### config.mk
export PLATFORM = sky130hd
export DESIGN_NAME = cevu_core
export DESIGN_NICKNAME = d
export VERILOG_FILES = /design/src/cevu_pkg.sv /design/src/cevu_pick.sv /design/src/cevu_tss.sv /design/src/cevu_core.sv
export VERILOG_INCLUDE_DIRS = /design/src /design/src/src
export SDC_FILE = /design/constraint.sdc
export NUM_CORES = 1
export LEC_CHECK = 0
export ABC_AREA = 1
export BUFFER_PORTS_ARGS = -buffer_cell sky130_fd_sc_hd__clkbuf_2
export CORE_MARGIN = 4
export CORE_UTILIZATION = 47
export CTS_CLUSTER_DIAMETER = 80
export CTS_CLUSTER_SIZE = 10
export DETAILED_ROUTE_END_ITERATION = 8
export MAX_ROUTING_LAYER = met4
export PLACE_DENSITY_LB_ADDON = 0.3
export SLEW_MARGIN = 20
export SYNTH_ARGS = -nofsm -noshare
export SYNTH_HDL_FRONTEND = slang
export SYNTH_SLANG_ARGS = --single-unit
### constraint.sdc
create_clock -name mclk -period 2.4 [get_ports mclk]
set_clock_uncertainty 0.05 [all_clocks]
set_input_delay 0.24 -clock mclk [delete_from_list [all_inputs] [get_ports mclk]]
set_output_delay 0.24 -clock mclk [all_outputs]
set_load 0.1 [all_outputs]
### src/cevu_params.svh
// constants of the exception vectoring unit: vectors, offsets, fields
`ifndef CEVU_PARAMS_SVH
`define CEVU_PARAMS_SVH
// ==========================================================
// vector numbers
`define CEVU_VEC_DE       8'h00
`define CEVU_VEC_NMI      8'h02
`define CEVU_VEC_UD       8'h06
`define CEVU_VEC_DF       8'h08
`define CEVU_VEC_GP       8'h0d
`define CEVU_VEC_PF       8'h0e
`define CEVU_VEC_AC       8'h11
`define CEVU_VEC_MC       8'h12
`define CEVU_VEC_XF       8'h13
// ==========================================================
// decode limits and descriptor geometry
`define CEVU_MAX_ILEN     5'h0f
`define CEVU_DESC_SHIFT   3
// ==========================================================
// register offsets
`define CEVU_A_XCR        8'h00
`define CEVU_A_VTBASE     8'h04
`define CEVU_A_VTLIM      8'h08
`define CEVU_A_VFPCS      8'h0c
`define CEVU_A_STAT       8'h10
// ==========================================================
// fields and reset values
`define CEVU_XCR_VME      0
`define CEVU_XCR_MCE      6
`define CEVU_XCR_RSVD     32'hfffff800
`define CEVU_XCR_RST      32'h00000000
`define CEVU_VFP_RST      32'h00001f80
`define CEVU_VFP_NFLAG    6
`define CEVU_VFP_MASK_LSB 7
`define CEVU_VTLIM_RST    16'h03ff
// ==========================================================
// event sources, lower index wins
`define CEVU_S_TRAP       0
`define CEVU_S_NMI        1
`define CEVU_S_INTR       2
`define CEVU_S_FETCH_PF   3
`define CEVU_S_TESTREG    4
`define CEVU_S_LOCK       5
`define CEVU_S_LEN        6
`define CEVU_S_DIV        7
`define CEVU_S_CREG       8
`define CEVU_S_DATA_PF    9
`define CEVU_S_ALIGN      10
`define CEVU_S_VFP        11
`define CEVU_S_MC         12
`define CEVU_NSRC         13
`endif

### src/cevu_pkg.sv
// types shared by the exception vectoring unit
package cevu_pkg;
   typedef enum logic [2:0] {
      CEVU_ST_IDLE  = 3'b000,
      CEVU_ST_CHECK = 3'b001,
      CEVU_ST_FETCH = 3'b010,
      CEVU_ST_ENTER = 3'b011,
      CEVU_ST_SHUT  = 3'b100
   } cevu_state_e;
   typedef logic [7:0] cevu_vec_t;
   typedef logic [3:0] cevu_src_t;
endpackage

### src/cevu_pick.sv
// fixed-order picker: lowest pending source index wins
`timescale 1ns/100ps
`default_nettype none
`include "cevu_params.svh"
module cevu_pick (
   input  wire logic [`CEVU_NSRC-1:0] elig,
   output logic                      any,
   output cevu_pkg::cevu_src_t       idx
);
   import cevu_pkg::*;
   // scan from the top end down so the lowest index is kept last
   always_comb begin
      any = |elig;
      idx = 4'h0;
      for (int i = `CEVU_NSRC - 1; i >= 0; i--) begin
         if (elig[i]) begin
            idx = cevu_src_t'(i);
         end
      end
   end
endmodule
`default_nettype wire

### src/cevu_tss.sv
// task-state save and restore formatting
`timescale 1ns/100ps
`default_nettype none
module cevu_tss (
   input  wire logic        mclk,
   input  wire logic        srst,
   input  wire logic        ts_req,
   input  wire logic        ts_old16,
   input  wire logic        ts_new16,
   input  wire logic [15:0] sel_in,
   input  wire logic [31:0] flags_in,
   input  wire logic        new_vm_flag,
   output logic             ts_done,
   output logic [31:0]      sel_word,
   output logic [31:0]      flags_word,
   output logic             flags_hi_we,
   output logic             page_dir_base_load,
   output logic             v86_restore
);
   // one registered answer per task-switch request
   always_ff @(posedge mclk) begin
      if (srst) begin
         ts_done            <= 1'b0;
         sel_word           <= 32'h00000000;
         flags_word         <= 32'h00000000;
         flags_hi_we        <= 1'b0;
         page_dir_base_load <= 1'b0;
         v86_restore        <= 1'b0;
      end else begin
         ts_done <= ts_req;
         if (ts_req) begin
            sel_word    <= {16'h0000, sel_in};
            // a narrow segment gets only the low half of the flags
            flags_word  <= ts_old16 ? {16'h0000, flags_in[15:0]}
                                    : flags_in;
            flags_hi_we <= ~ts_old16;
            page_dir_base_load <= ~ts_new16;
            // vm flag lives in the upper half, never saved there
            v86_restore <= new_vm_flag & ~ts_new16;
         end
      end
   end
endmodule
`default_nettype wire

### src/cevu_core.sv
// exception recognition, prioritising and vector-table delivery
//
// Design decisions made here: the register offsets and the strobed register port.
`timescale 1ns/100ps
`default_nettype none
`include "cevu_params.svh"
module cevu_core (
   input  wire logic                 mclk,
   input  wire logic                 srst,
   // register port
   input  wire logic [7:0]           reg_addr,
   input  wire logic [31:0]          reg_wdata,
   input  wire logic                 reg_wr,
   input  wire logic                 reg_rd,
   output logic [31:0]               reg_rdata,
   // pipeline events
   input  wire logic                 instr_boundary,
   input  wire logic [31:0]          cur_ip,
   input  wire logic [31:0]          next_ip,
   input  wire logic                 trap_evt,
   input  wire cevu_pkg::cevu_vec_t  trap_vec,
   input  wire logic                 fetch_rsvd_entry,
   input  wire logic                 testreg_mov,
   input  wire logic                 lock_misuse,
   input  wire logic                 decode_valid,
   input  wire logic [4:0]           instr_len,
   input  wire logic                 div_op,
   input  wire logic                 div_by_zero,
   input  wire logic                 div_quot_ovf,
   input  wire logic                 div_quot_min,
   input  wire logic                 data_rsvd_entry,
   input  wire logic                 misalign_ref,
   input  wire logic                 align_check_on,
   input  wire logic [5:0]           vfp_exc,
   input  wire logic                 hw_error,
   input  wire logic                 irq_return_op,
   // external interrupt sources
   input  wire logic                 nmi_evt,
   input  wire logic                 intr_req,
   input  wire logic                 intr_enable,
   input  wire cevu_pkg::cevu_vec_t  intr_vec,
   output logic                      intr_ack,
   // virtual-8086 redirection
   input  wire logic                 v86_mode,
   input  wire logic                 redir_bit,
   output logic                      redir_to_v86,
   // vector-table read and handler entry
   output logic                      desc_rd_req,
   output logic [31:0]               desc_rd_addr,
   input  wire logic                 desc_rd_ack,
   output logic                      handler_go,
   output cevu_pkg::cevu_vec_t       handler_vec,
   output logic [31:0]               handler_ip,
   output logic                      shutdown,
   output logic                      nmi_blocked,
   // task switch
   input  wire logic                 ts_req,
   input  wire logic                 ts_old16,
   input  wire logic                 ts_new16,
   input  wire logic [15:0]          sel_in,
   input  wire logic [31:0]          flags_in,
   input  wire logic                 new_vm_flag,
   output logic                      ts_done,
   output logic [31:0]               sel_word,
   output logic [31:0]               flags_word,
   output logic                      flags_hi_we,
   output logic                      page_dir_base_load,
   output logic                      v86_restore
);
   import cevu_pkg::*;

   // ==========================================================
   // registers and state
   logic [31:0]           ext_ctrl;
   logic [31:0]           vt_base;
   logic [15:0]           vt_limit;
   logic [31:0]           vfp_cs;
   logic                  trap_pend;
   cevu_vec_t             trap_vec_q;
   logic                  nmi_pend;
   logic [`CEVU_NSRC-1:3] flt_pend;
   logic [`CEVU_NSRC-1:3] flt_set;
   logic [`CEVU_NSRC-1:0] elig;
   logic                  pick_any;
   cevu_src_t             pick_idx;
   cevu_vec_t             pick_vec;
   logic                  take;
   cevu_state_e           state;
   cevu_vec_t             cur_vec;
   cevu_src_t             cur_src;
   logic                  xcr_wr;
   logic                  xcr_bad;
   logic [5:0]            vfp_unmasked;

   // last byte of an 8-byte entry must lie inside the limit
   function automatic logic entry_over(input cevu_vec_t v,
                                       input logic [15:0] lim);
      entry_over = ({5'h00, v, 3'b111} > lim);
   endfunction

   assign xcr_wr  = reg_wr && (reg_addr == `CEVU_A_XCR);
   assign xcr_bad = |(reg_wdata & `CEVU_XCR_RSVD);
   assign vfp_unmasked = vfp_exc & ~vfp_cs[`CEVU_VFP_MASK_LSB +: 6];

   // ==========================================================
   // fault detection, one set bit per source
   always_comb begin
      flt_set = '0;
      flt_set[`CEVU_S_FETCH_PF] = fetch_rsvd_entry;
      flt_set[`CEVU_S_TESTREG]  = testreg_mov;
      flt_set[`CEVU_S_LOCK]     = lock_misuse;
      flt_set[`CEVU_S_LEN]      = decode_valid &&
                                  (instr_len > `CEVU_MAX_ILEN);
      // the most negative quotient is representable, so no fault
      flt_set[`CEVU_S_DIV]      = div_op && (div_by_zero ||
                                  (div_quot_ovf && !div_quot_min));
      flt_set[`CEVU_S_CREG]     = xcr_wr && xcr_bad;
      flt_set[`CEVU_S_DATA_PF]  = data_rsvd_entry;
      flt_set[`CEVU_S_ALIGN]    = misalign_ref && align_check_on;
      flt_set[`CEVU_S_VFP]      = |vfp_unmasked;
      flt_set[`CEVU_S_MC]       = hw_error &&
                                  ext_ctrl[`CEVU_XCR_MCE];
   end

   // ==========================================================
   // pending faults; a new event wins over the clear of a take
   always_ff @(posedge mclk) begin
      if (srst) begin
         flt_pend <= '0;
      end else begin
         for (int i = 3; i < `CEVU_NSRC; i++) begin
            if (flt_set[i]) begin
               flt_pend[i] <= 1'b1;
            end else if (take && (pick_idx == cevu_src_t'(i))) begin
               flt_pend[i] <= 1'b0;
            end
         end
      end
   end

   // previous-instruction trap, vector held with it
   always_ff @(posedge mclk) begin
      if (srst) begin
         trap_pend  <= 1'b0;
         trap_vec_q <= 8'h00;
      end else if (trap_evt) begin
         trap_pend  <= 1'b1;
         trap_vec_q <= trap_vec;
      end else if (take && (pick_idx == `CEVU_S_TRAP)) begin
         trap_pend  <= 1'b0;
      end
   end

   // non-maskable interrupt: latched edge plus block until return
   always_ff @(posedge mclk) begin
      if (srst) begin
         nmi_pend    <= 1'b0;
         nmi_blocked <= 1'b0;
      end else begin
         if (nmi_evt) begin
            nmi_pend <= 1'b1;
         end else if (take && (pick_idx == `CEVU_S_NMI)) begin
            nmi_pend <= 1'b0;
         end
         if (take && (pick_idx == `CEVU_S_NMI)) begin
            nmi_blocked <= 1'b1;
         end else if (irq_return_op) begin
            nmi_blocked <= 1'b0;
         end
      end
   end

   // ==========================================================
   // prioritise: index order follows the five categories
   assign elig = {flt_pend,
                  intr_req && intr_enable,
                  nmi_pend && !nmi_blocked,
                  trap_pend};

   cevu_pick u_pick (
      .elig (elig),
      .any  (pick_any),
      .idx  (pick_idx)
   );

   always_comb begin
      unique case (pick_idx)
         `CEVU_S_TRAP:    pick_vec = trap_vec_q;
         `CEVU_S_NMI:     pick_vec = `CEVU_VEC_NMI;
         `CEVU_S_INTR:    pick_vec = intr_vec;
         `CEVU_S_TESTREG,
         `CEVU_S_LOCK:    pick_vec = `CEVU_VEC_UD;
         `CEVU_S_LEN,
         `CEVU_S_CREG:    pick_vec = `CEVU_VEC_GP;
         `CEVU_S_FETCH_PF,
         `CEVU_S_DATA_PF: pick_vec = `CEVU_VEC_PF;
         `CEVU_S_DIV:     pick_vec = `CEVU_VEC_DE;
         `CEVU_S_ALIGN:   pick_vec = `CEVU_VEC_AC;
         `CEVU_S_VFP:     pick_vec = `CEVU_VEC_XF;
         `CEVU_S_MC:      pick_vec = `CEVU_VEC_MC;
         default:         pick_vec = `CEVU_VEC_DF;
      endcase
   end

   // at most one event leaves per boundary, only while idle
   assign take     = instr_boundary && pick_any &&
                     (state == CEVU_ST_IDLE);
   assign intr_ack = take && (pick_idx == `CEVU_S_INTR);

   // redirection only applies in v86 with the extensions on
   assign redir_to_v86 = ext_ctrl[`CEVU_XCR_VME] && v86_mode &&
                         redir_bit;

   // ==========================================================
   // delivery sequencer; shutdown is left only by reset
   always_ff @(posedge mclk) begin
      if (srst) begin
         state   <= CEVU_ST_IDLE;
         cur_vec <= 8'h00;
         cur_src <= 4'h0;
      end else begin
         unique case (state)
            CEVU_ST_IDLE: begin
               if (take) begin
                  cur_vec <= pick_vec;
                  cur_src <= pick_idx;
                  state   <= CEVU_ST_CHECK;
               end
            end
            CEVU_ST_CHECK: begin
               if (!entry_over(cur_vec, vt_limit)) begin
                  state <= CEVU_ST_FETCH;
               end else if (cur_vec == `CEVU_VEC_DF) begin
                  state <= CEVU_ST_SHUT;
               end else begin
                  cur_vec <= `CEVU_VEC_DF;
               end
            end
            CEVU_ST_FETCH: begin
               if (desc_rd_ack) begin
                  state <= CEVU_ST_ENTER;
               end
            end
            CEVU_ST_ENTER: state <= CEVU_ST_IDLE;
            CEVU_ST_SHUT:  state <= CEVU_ST_SHUT;
            default:       state <= CEVU_ST_IDLE;
         endcase
      end
   end

   assign desc_rd_req = (state == CEVU_ST_FETCH);
   assign handler_go  = (state == CEVU_ST_ENTER);
   assign shutdown    = (state == CEVU_ST_SHUT);

   // table address and handler data, registered for the pipeline
   always_ff @(posedge mclk) begin
      if (srst) begin
         desc_rd_addr <= 32'h00000000;
         handler_vec  <= 8'h00;
      end else if (state == CEVU_ST_CHECK) begin
         desc_rd_addr <= vt_base +
                         {21'h000000, cur_vec, 3'b000};
         handler_vec  <= cur_vec;
      end
   end

   // faults restart the instruction; traps and interrupts resume after
   always_ff @(posedge mclk) begin
      if (srst) begin
         handler_ip <= 32'h00000000;
      end else if (take) begin
         handler_ip <= (pick_idx >= `CEVU_S_FETCH_PF) ? cur_ip
                                                     : next_ip;
      end
   end

   // ==========================================================
   // software registers
   always_ff @(posedge mclk) begin
      if (srst) begin
         ext_ctrl <= `CEVU_XCR_RST;
         vt_base  <= 32'h00000000;
         vt_limit <= `CEVU_VTLIM_RST;
      end else if (reg_wr) begin
         // a write with a reserved bit is refused whole
         if (xcr_wr && !xcr_bad) begin
            ext_ctrl <= reg_wdata;
         end
         if (reg_addr == `CEVU_A_VTBASE) begin
            vt_base <= reg_wdata;
         end
         if (reg_addr == `CEVU_A_VTLIM) begin
            vt_limit <= reg_wdata[15:0];
         end
      end
   end

   // vector float flags are sticky; a new flag wins over the write
   always_ff @(posedge mclk) begin
      if (srst) begin
         vfp_cs <= `CEVU_VFP_RST;
      end else if (reg_wr && (reg_addr == `CEVU_A_VFPCS)) begin
         vfp_cs <= reg_wdata | {26'h0000000, vfp_exc};
      end else begin
         vfp_cs <= vfp_cs | {26'h0000000, vfp_exc};
      end
   end

   // read data stand only in the cycle after the strobe
   always_ff @(posedge mclk) begin
      if (srst || !reg_rd) begin
         reg_rdata <= 32'h00000000;
      end else begin
         unique case (reg_addr)
            `CEVU_A_XCR:    reg_rdata <= ext_ctrl;
            `CEVU_A_VTBASE: reg_rdata <= vt_base;
            `CEVU_A_VTLIM:  reg_rdata <= {16'h0000, vt_limit};
            `CEVU_A_VFPCS:  reg_rdata <= vfp_cs;
            `CEVU_A_STAT:   reg_rdata <= {19'h00000, shutdown,
                                          nmi_blocked, state, cur_vec};
            default:        reg_rdata <= 32'h00000000;
         endcase
      end
   end

   // ==========================================================
   // task-state formatting
   cevu_tss u_tss (
      .mclk               (mclk),
      .srst               (srst),
      .ts_req             (ts_req),
      .ts_old16           (ts_old16),
      .ts_new16           (ts_new16),
      .sel_in             (sel_in),
      .flags_in           (flags_in),
      .new_vm_flag        (new_vm_flag),
      .ts_done            (ts_done),
      .sel_word           (sel_word),
      .flags_word         (flags_word),
      .flags_hi_we        (flags_hi_we),
      .page_dir_base_load (page_dir_base_load),
      .v86_restore        (v86_restore)
   );
endmodule
`default_nettype wire

==> summary.md, run 1 <==
| Metric | Value |
|---|---|
| Post-synth EDFFs | `0` |
| Reg2reg setup slack | `approximately 170 ps` |
| Power per cell area | `a little under 800 mW/mm^2` |
| Post-route ant nets | `0` |
| Synth cell types | `53` |
| Critical path's largest stage delay | `about 320 ps` |
| Fin crit period | `~2300 ps` |
| WS Path Type | `register to output port` |
| Core box area | `~0.027 sq mm` |
| Arrival time worst endpoint | `around 2000 ps` |
| Final WL | `43500 um` |
| # DRC | `0` |
| Hold Path Class | `input port to register` |
| Layout cell share with drive strength beyond 1 | `23.2%` |
| Crit path to | `intr_ack` |
| WL/cell | `16.8 um` |
| RR Endpoint | `desc_rd_addr[31]` |
| Post-route design area | `around 0.017 sq mm` |
| CTS tree | `done` |
| Post-layout nets | `approximately 2400` |
| TritonCTS buffer count | `35` |
| Crit path buf inv count | `3` |
| I/O Pins | `around 390` |
| CTS H-tree lvls | `2` |
| WP depth | `10` |
| Post-synthesis mux area share | `0%` |
| Worst-path cell chain | `nor2_2 -> inv_2 -> nor2_1 -> nand2_1 -> nand3_1 -> inv_2 -> nor2_8 -> nand3_4 -> nor2_4 -> buf_12` |
| Worst slew pin tran | `about 760 ps` |
| Vias in the first global route | `~13000` |
| Final period utilization | `a little over nine tenths` |
| Post-synth ARST share | `0%` |
| Synth Flop Type | `dfxtp_1` |
| Total power | `between 10000 and 15000 uW` |
| Maxcap violations | `0` |
| Setup_tns | `0 ps` |
| Ys Warns | `0` |
| Run status | `completed` |
| Compound-Gate Fraction of Synth Area | `around a fifth` |
| Largest family of logic cells by synthesized area | `simple AND/OR/NAND/NOR gates` |
| Final Hold Viols | `0` |
| Most used cell, CP | `inv_2` |
| CP Data Required Time | `2110 ps` |
| Iteration-0 DRC Markers | `~1200` |
| Max clock buf depth | `3` |
| Top delay family on crit path | `simple AND/OR/NAND/NOR gates` |
| Mean Syn Cell Area | `7.47 sq um` |
| Post-Synth Adder-Cell Area | `under 10%` |
| Critical R2R Launch | `vt_base[3]` |
| DR vias/cell | `around 5.2` |
| Die X | `175 um` |
| First-pass GRT wire length | `~68000 um` |
| Largest net degree at the start of global routing | `70` |
| CTS sink cnt | `300` |
| Initial core utilization | `48.2%` |
| Final core occ | `between 60 and 70%` |
| CP startpoint | `flt_pend[11]` |
| Grt ovf | `0` |
| Routability cong. | `about 0.9` |
| Root Driver | `clkbuf_16` |
| Clock Pin Slew Worst Setup and Hold Paths | `~60 ps` |
| DRT Pass-1 Iters | `5` |
| Gr usage total | `28.1%` |
| Critical Path Sink Type | `output port` |
| DP HPWL | `31100 um` |
| Final setup fails | `0` |
| Clock Latency Late Sink | `roughly 500 ps` |
| Max Fclk | `439 MHz` |
| Post-route worst setup slack | `~120 ps` |
| # port buffers | `approximately 370` |
| CP Launch Type | `register` |
| Synth Area in Simple Gates | `a little over a fifth` |
| Initial antenna violation count | `2` |
| Fin. max-slew vios | `0` |
| Standard-cell rows | `60` |
| XOR/XNOR Fraction of Synth Area | `0.867%` |
| Area Growth Syn to Fin | `32.0%` |
| FF+latch count, synth | `300` |
| IR drop worst, VDD | `0.526 mV` |
| Dpl cell area | `roughly 0.015 sq mm` |
| Static Leak | `between 0.008 and 0.009 uW` |
| Pre-CTS WS | `around 20 ps` |
| Register area share after synthesis | `45.7%` |
| Worst Reg-to-Reg Cells | `13` |
| Max FO, Critical Path | `4` |
| Vias | `13500` |
| CP max stage cell | `dfxtp_1` |
| Post-synth design cell area | `between 0.01 and 0.015 sq mm` |
| Die ar. | `between 0.03 and 0.04 sq mm` |
| Cell count after synthesis | `approximately 1800` |
| Max-slew headroom | `roughly half` |
| Die Span Y | `about 180 um` |
==> how the worst min path moves through the flow <==
stage | startpoint | to | slack [ps] | depth (start not counted)
after floorplan | vfp_exc[2] | vfp_cs[2] | 300 | 2
after global placement | ext_ctrl[14] | ext_ctrl[14] | 380 | 2
after detailed placement | ext_ctrl[19] | ext_ctrl[19] | 380 | 2
after CTS | next_ip[26] | handler_ip[26] | 5 | 5
after global routing | div_by_zero | flt_pend[7] | 20 | 3
final | div_by_zero | flt_pend[7] | 20 | 3
==> state kept, by name, indices dropped and copies added (netlist names), 3 cells and up <==
| signal | count |
|---|---|
| desc_rd_addr | 32 |
| ext_ctrl | 32 |
| handler_ip | 32 |
| reg_rdata | 32 |
| u_tss.flags_word | 32 |
| vfp_cs | 32 |
| vt_base | 32 |
| u_tss.sel_word | 16 |
| vt_limit | 16 |
| flt_pend | 10 |
| cur_vec | 8 |
| handler_vec | 8 |
| trap_vec_q | 8 |
| state | 3 |
==> layout make-up <==
type	count	area (sq um)
diodes	2	5.00
clock buffers	35	876
clock inverters	1	8.76
fillers	2399	9920
inverters	237	895
multi-input cells	1130	5810
flip-flops and latches	300	6010
well taps	372	465
repair buffers	512	3250
==> cell usage in the layout, fill, tap and decap left out, types with 4 or more instances in the layout <==
master	netlist	layout
nand2_1	278	276
a211oi_1	35	35
nand3_1	61	60
a31oi_1	5	5
o22ai_1	17	17
ha_1	16	15
nor2_1	243	241
a221oi_1	15	15
clkbuf_2	0	363
or2_2	7	7
a21oi_1	111	111
dlygate4sd3_1	0	101
nor2_4	4	7
inv_2	16	16
nor4_1	5	4
o221ai_1	5	5
xor2_1	11	11
nand2_2	9	10
dfxtp_1	300	298
clkbuf_16	0	35
o211ai_1	60	60
o21ai_1	15	15
nor3_1	23	22
o21ai_0	141	140
inv_1	219	217
buf_12	0	5
buf_4	16	42
conb_1	1	16
nand4_1	16	16
==> per-layer routing <==
layer / routed length (um) / track usage (%) / part of all wire, % / up-vias
li1: - / - / - / 6629
met1: 18100 / 36.0 / 42 / 6130
met2: 20400 / 45.7 / 47 / 648
met3: 3960 / 5.02 / 9.1 / 85
met4: 1110 / 8.28 / 2.5 / 0
met5: 0 / - / 0 / -
==> cell usage after synthesis, drive strengths merged (2+ instances only) <==
cell / number / share of area (%)
dfxtp: 300 / 46
nand2: 287 / 8.4
nor2: 253 / 7.8
inv: 235 / 6.7
o21ai: 157 / 6.0
a21oi: 115 / 4.6
nand3: 63 / 2.5
o211ai: 60 / 3.4
buf: 58 / 2.9
clkbuf: 47 / 1.3
a211oi: 35 / 2.0
nor3: 25 / 1.0
o22ai: 17 / 0.81
ha: 16 / 1.5
nand4: 16 / 0.76
a221oi: 15 / 1.0
xor2: 11 / 0.73
or2: 8 / 0.38
nor4: 7 / 0.50
a31oi: 5 / 0.24
o221ai: 5 / 0.33
nand3b: 3 / 0.17
a41oi: 2 / 0.13
clkinv: 2 / 0.057
o31ai: 2 / 0.11
or4: 2 / 0.11
xnor2: 2 / 0.13
==> report_power, final <==
group          total [uW]  internal [uW]  switching, uW
clock network        4460           2570           1890
logic                3720            782           2940
registers            5450           5280            170
==> worst reg2reg max path, delay by kind of cell, from the launching register on <==
family | cells | cell delay [ps]
and+or+nand+nor | 4 | 450
AOI/OAI and AO/OA | 5 | 600
DFF | 1 | 380
adders and majority gates | 2 | 530
buffers and inverters | 2 | 120
==> stage by stage <==
stage          std cells  hold slack [ps]
2_1_floorplan       1772              303
3_3_place_gp        2446              376
3_5_place_dp        2446              379
4_1_cts             2584             4.68
5_1_grt             2589             15.6
6_report            2589             18.2
==> logic make-up after synthesis <==
kind of cell	after synthesis
and+or+nand+nor	666
AOI/OAI and AO/OA	418
buffers and inverters	342
DFF	300
adders and majority gates	17
xor gates and xnor gates	13
other	1
==> repair_timing <==
action	4_1_cts	5_1_grt
setup endpoints to repair	1	45
hold endpoints to repair	116	0
gates resized for setup	2	17
gates cloned	0	0
pin swaps	2	4
setup buffers	1	3
hold buffers	101	0
(Power assumes the default switching activity.)
==> inputs of run 2 (changes only) <==
--- a/config.mk
+++ b/config.mk
@@ -8,7 +8,7 @@
 export LEC_CHECK = 0
 export ABC_AREA = 1
 export BUFFER_PORTS_ARGS = -buffer_cell sky130_fd_sc_hd__clkbuf_2
-export CORE_MARGIN = 4
+export CORE_MARGIN = 10
 export CORE_UTILIZATION = 47
 export CTS_CLUSTER_DIAMETER = 80
 export CTS_CLUSTER_SIZE = 10
==> run 2 against run 1 <==
Sequential cell count unchanged. Final cell count up 0.15%. Fmax down 0.31%. Largest cell class unchanged. Critical path depth unchanged. Via count up 0.49%. Sequential power about the same. Clock-buffer cell count unchanged. Clock power up 0.9%. Sequential share of layout area up 0.055 points. Routed wire length up 5.7%. Combinational power about the same. Die area up 14%.
==> summary.md, run 2 (synthesis results as in run 1) <==
| Metric | Value |
|---|---|
| Sw frac | `36.9% (+0.21 points)` |
| Arrival time worst endpoint | `2000 ps (about the same)` |
| # fillers | `2457 (+2.4%)` |
| CP Launch Type | `register` |
| I/O Pins | `386 (unchanged)` |
| CTS tree | `done` |
| Max FO, Critical Path | `9 (+5)` |
| Clock network power share | `32.9% (+0.2 points)` |
| Worst slew pin tran | `880 ps (+120 ps)` |
| Commonest cells after routing, fill and taps aside | `363 x clkbuf_2, 298 x dfxtp_1, 277 x nand2_1, 240 x nor2_1, 217 x inv_1` |
| Routability cong. | `0.979 (+7.1%)` |
| Max-slew headroom | `41.3% (-6.7 points)` |
| Initial antenna violation count | `3 (+1)` |
| Core box area | `0.0277 sq mm (+1.7%)` |
| DP HPWL | `33400 um (+7.4%)` |
| Grt ovf | `0 (unchanged)` |
| Final period utilization | `95.3% (+0.30 points)` |
| Run status | `completed` |
| Clock Latency Late Sink | `510 ps (about the same)` |
| WL/cell | `17.7 um (+5.6%)` |
| Final setup fails | `0 (unchanged)` |
| Power per cell area | `791 mW/mm^2 (+0.56%)` |
| Pre-CTS WS | `10.5 ps (-9.51 ps)` |
| Hold Path Class | `input port to register` |
| Power share of the sequential group | `39.7% (-0.3 points)` |
| CP max stage cell | `dfxtp_1` |
| # DRC | `0 (unchanged)` |
| Critical path's largest stage delay | `340 ps (+20 ps)` |
| Finished Layout Cells | `2593 (+0.15%)` |
| Fin. max-slew vios | `0 (unchanged)` |
| Final WL | `46000 um (+5.7%)` |
| Initial core utilization | `47.4% (-0.79 points)` |
| Largest net degree at the start of global routing | `71 (+1.4%)` |
| RSZ-0062 raised after global routing | `no` |
| Post-layout nets | `2437 (-0.16%)` |
| CTS H-tree lvls | `2 (unchanged)` |
| Layout cell share with drive strength beyond 1 | `23.2% (+0.042 points)` |
| Post-route ant nets | `0 (unchanged)` |
| Vias | `13600 (+0.49%)` |
| Comb power frac | `27.3% (about the same)` |
| Standard-cell rows | `61 (+1.7%)` |
| Static Leak | `0.00819 uW (about the same)` |
| DP Cell Count | `2454 (+0.33%)` |
| IR drop worst, VDD | `0.597 mV (+14%)` |
| Commonest non-fill, non-tap cell in the layout | `clkbuf_2` |
| Internal | `8630 uW (about the same)` |
| Clock Pin Slew Worst Setup and Hold Paths | `50 ps (about the same)` |
| Fin crit period | `2290 ps (+7.20 ps)` |
| WS Path Type | `register to output port` |
| Worst-path cell chain | `inv_2 -> nand2_2 -> nand2_2 -> inv_2 -> nand2_1 -> o31a_1 -> nand3_2 -> buf_6 -> nor2_4 -> buf_12` |
| Die X | `187 um (+6.9%)` |
| Dpl cell area | `0.0154 sq mm (+0.31%)` |
| Total power | `13700 uW (+0.40%)` |
| Vias in the first global route | `13500 (+2.4%)` |
| Die ar. | `0.0350 sq mm (+14%)` |
| Area Growth Syn to Fin | `31.8%` |
| Gr usage total | `25.8% (-2.3 points)` |
| Maxcap violations | `0 (unchanged)` |
| Setup_tns | `0 ps (unchanged)` |
| Root Driver | `clkbuf_16` |
| Critical Path Sink Type | `output port` |
| Iteration-0 DRC Markers | `1002 (-17%)` |
| Max Fclk | `437 MHz (-0.31%)` |
| # port buffers | `365 (unchanged)` |
| Final Hold Viols | `0 (unchanged)` |
| Post-route worst setup slack | `114 ps (-7.20 ps)` |
| TritonCTS buffer count | `35 (unchanged)` |
| DR vias/cell | `5.23 (+0.33%)` |
| NetSw | `5050 uW (+0.99%)` |
| DRT Pass-1 Iters | `7 (+2)` |
| CTS sink cnt | `300 (unchanged)` |
| Post-route design area | `0.0173 sq mm (-0.16%)` |
| Max clock buf depth | `3 (unchanged)` |
| CP Data Required Time | `2110 ps (about the same)` |
| First-pass GRT wire length | `72400 um (+5.8%)` |
| Die Span Y | `187 um (+6.9%)` |
[run 2: changes by cell type in the layout (fill, tap and decap cells not counted), sizes merged]
cell / before / now
buf: 48 / 49
inv: 236 / 237
clkinv: 2 / 1
dlygate4sd3: 101 / 96
diode: 2 / 4
[run 2: metrics by stage]
| step | hold slack [ps] | util [%] |
|---|---|---|
| 6_report | 6.14 | 62.4 |
| 5_1_grt | 30.1 | 62.4 |
| 4_1_cts | 0.396 | 62.2 |
| 3_5_place_dp | 379 | 55.5 |
| 3_3_place_gp | 377 | 55.5 |
| 2_1_floorplan | 303 | - |
[run 2: worst paths after layout]
kind	from	endpoint	slack (ps)	cells past startpoint
hold / removal	reg_wdata[19]	vfp_cs[19]	6	3
setup reg to reg	vt_base[3]	desc_rd_addr[31]	130	13
hold reg to reg	ext_ctrl[26]	ext_ctrl[26]	390	2
setup / recovery	nmi_blocked	intr_ack	110	10
[run 2: layer usage]
metal	global-route usage, %	part of all wire, %	wire [um]
met3	5.70	9.5	4360
met4	8.10	3.1	1420
met1	32.2	42	19500
met5	-	0	0
met2	40.7	45	20800
[run 2: power by group through the flow]
| stage | logic [uW] | clock network [uW] | registers [uW] |
|---|---|---|---|
| 3_5_place_dp | 3580 | 0 | 5540 |
| 5_1_grt | 3970 | 4760 | 5470 |
| 3_3_place_gp | 3560 | 0 | 5520 |
| 4_1_cts | 3720 | 4580 | 5430 |
| 2_1_floorplan | 1140 | 0 | 7240 |
| 6_report | 3740 | 4500 | 5440 |
[run 2: timing repair]
item | 4_1_cts | 5_1_grt
hold buffers | 96 | 0
resized for setup | 3 | 13
pin swaps | 1 | 3
buffers inserted | 1 | 2
endpoints found under the setup margin | 2 | 43
hold endpoints to repair | 105 | 0
[run 2: cell type report]
cell class | count | area [sq um] | area share (%)
Tap cell | 378 | 473 | 2.73
Multi-Input combinational cell | 1130 | 5790 | 33.5
Inverter | 237 | 895 | 5.17
Antenna cell | 4 | 10.0 | 0.0579
Clock buffer | 35 | 876 | 5.06
Clock inverter | 1 | 8.76 | 0.0506
Timing Repair Buffer | 508 | 3240 | 18.7
Sequential cell | 300 | 6010 | 34.7
[run 2: worst max-delay path: cells and delay by family, from the launching register on]
kind	cells	cell delay [ps]
simple gates	5	380
compound gates	1	330
flops	1	340
buf+inv	4	420
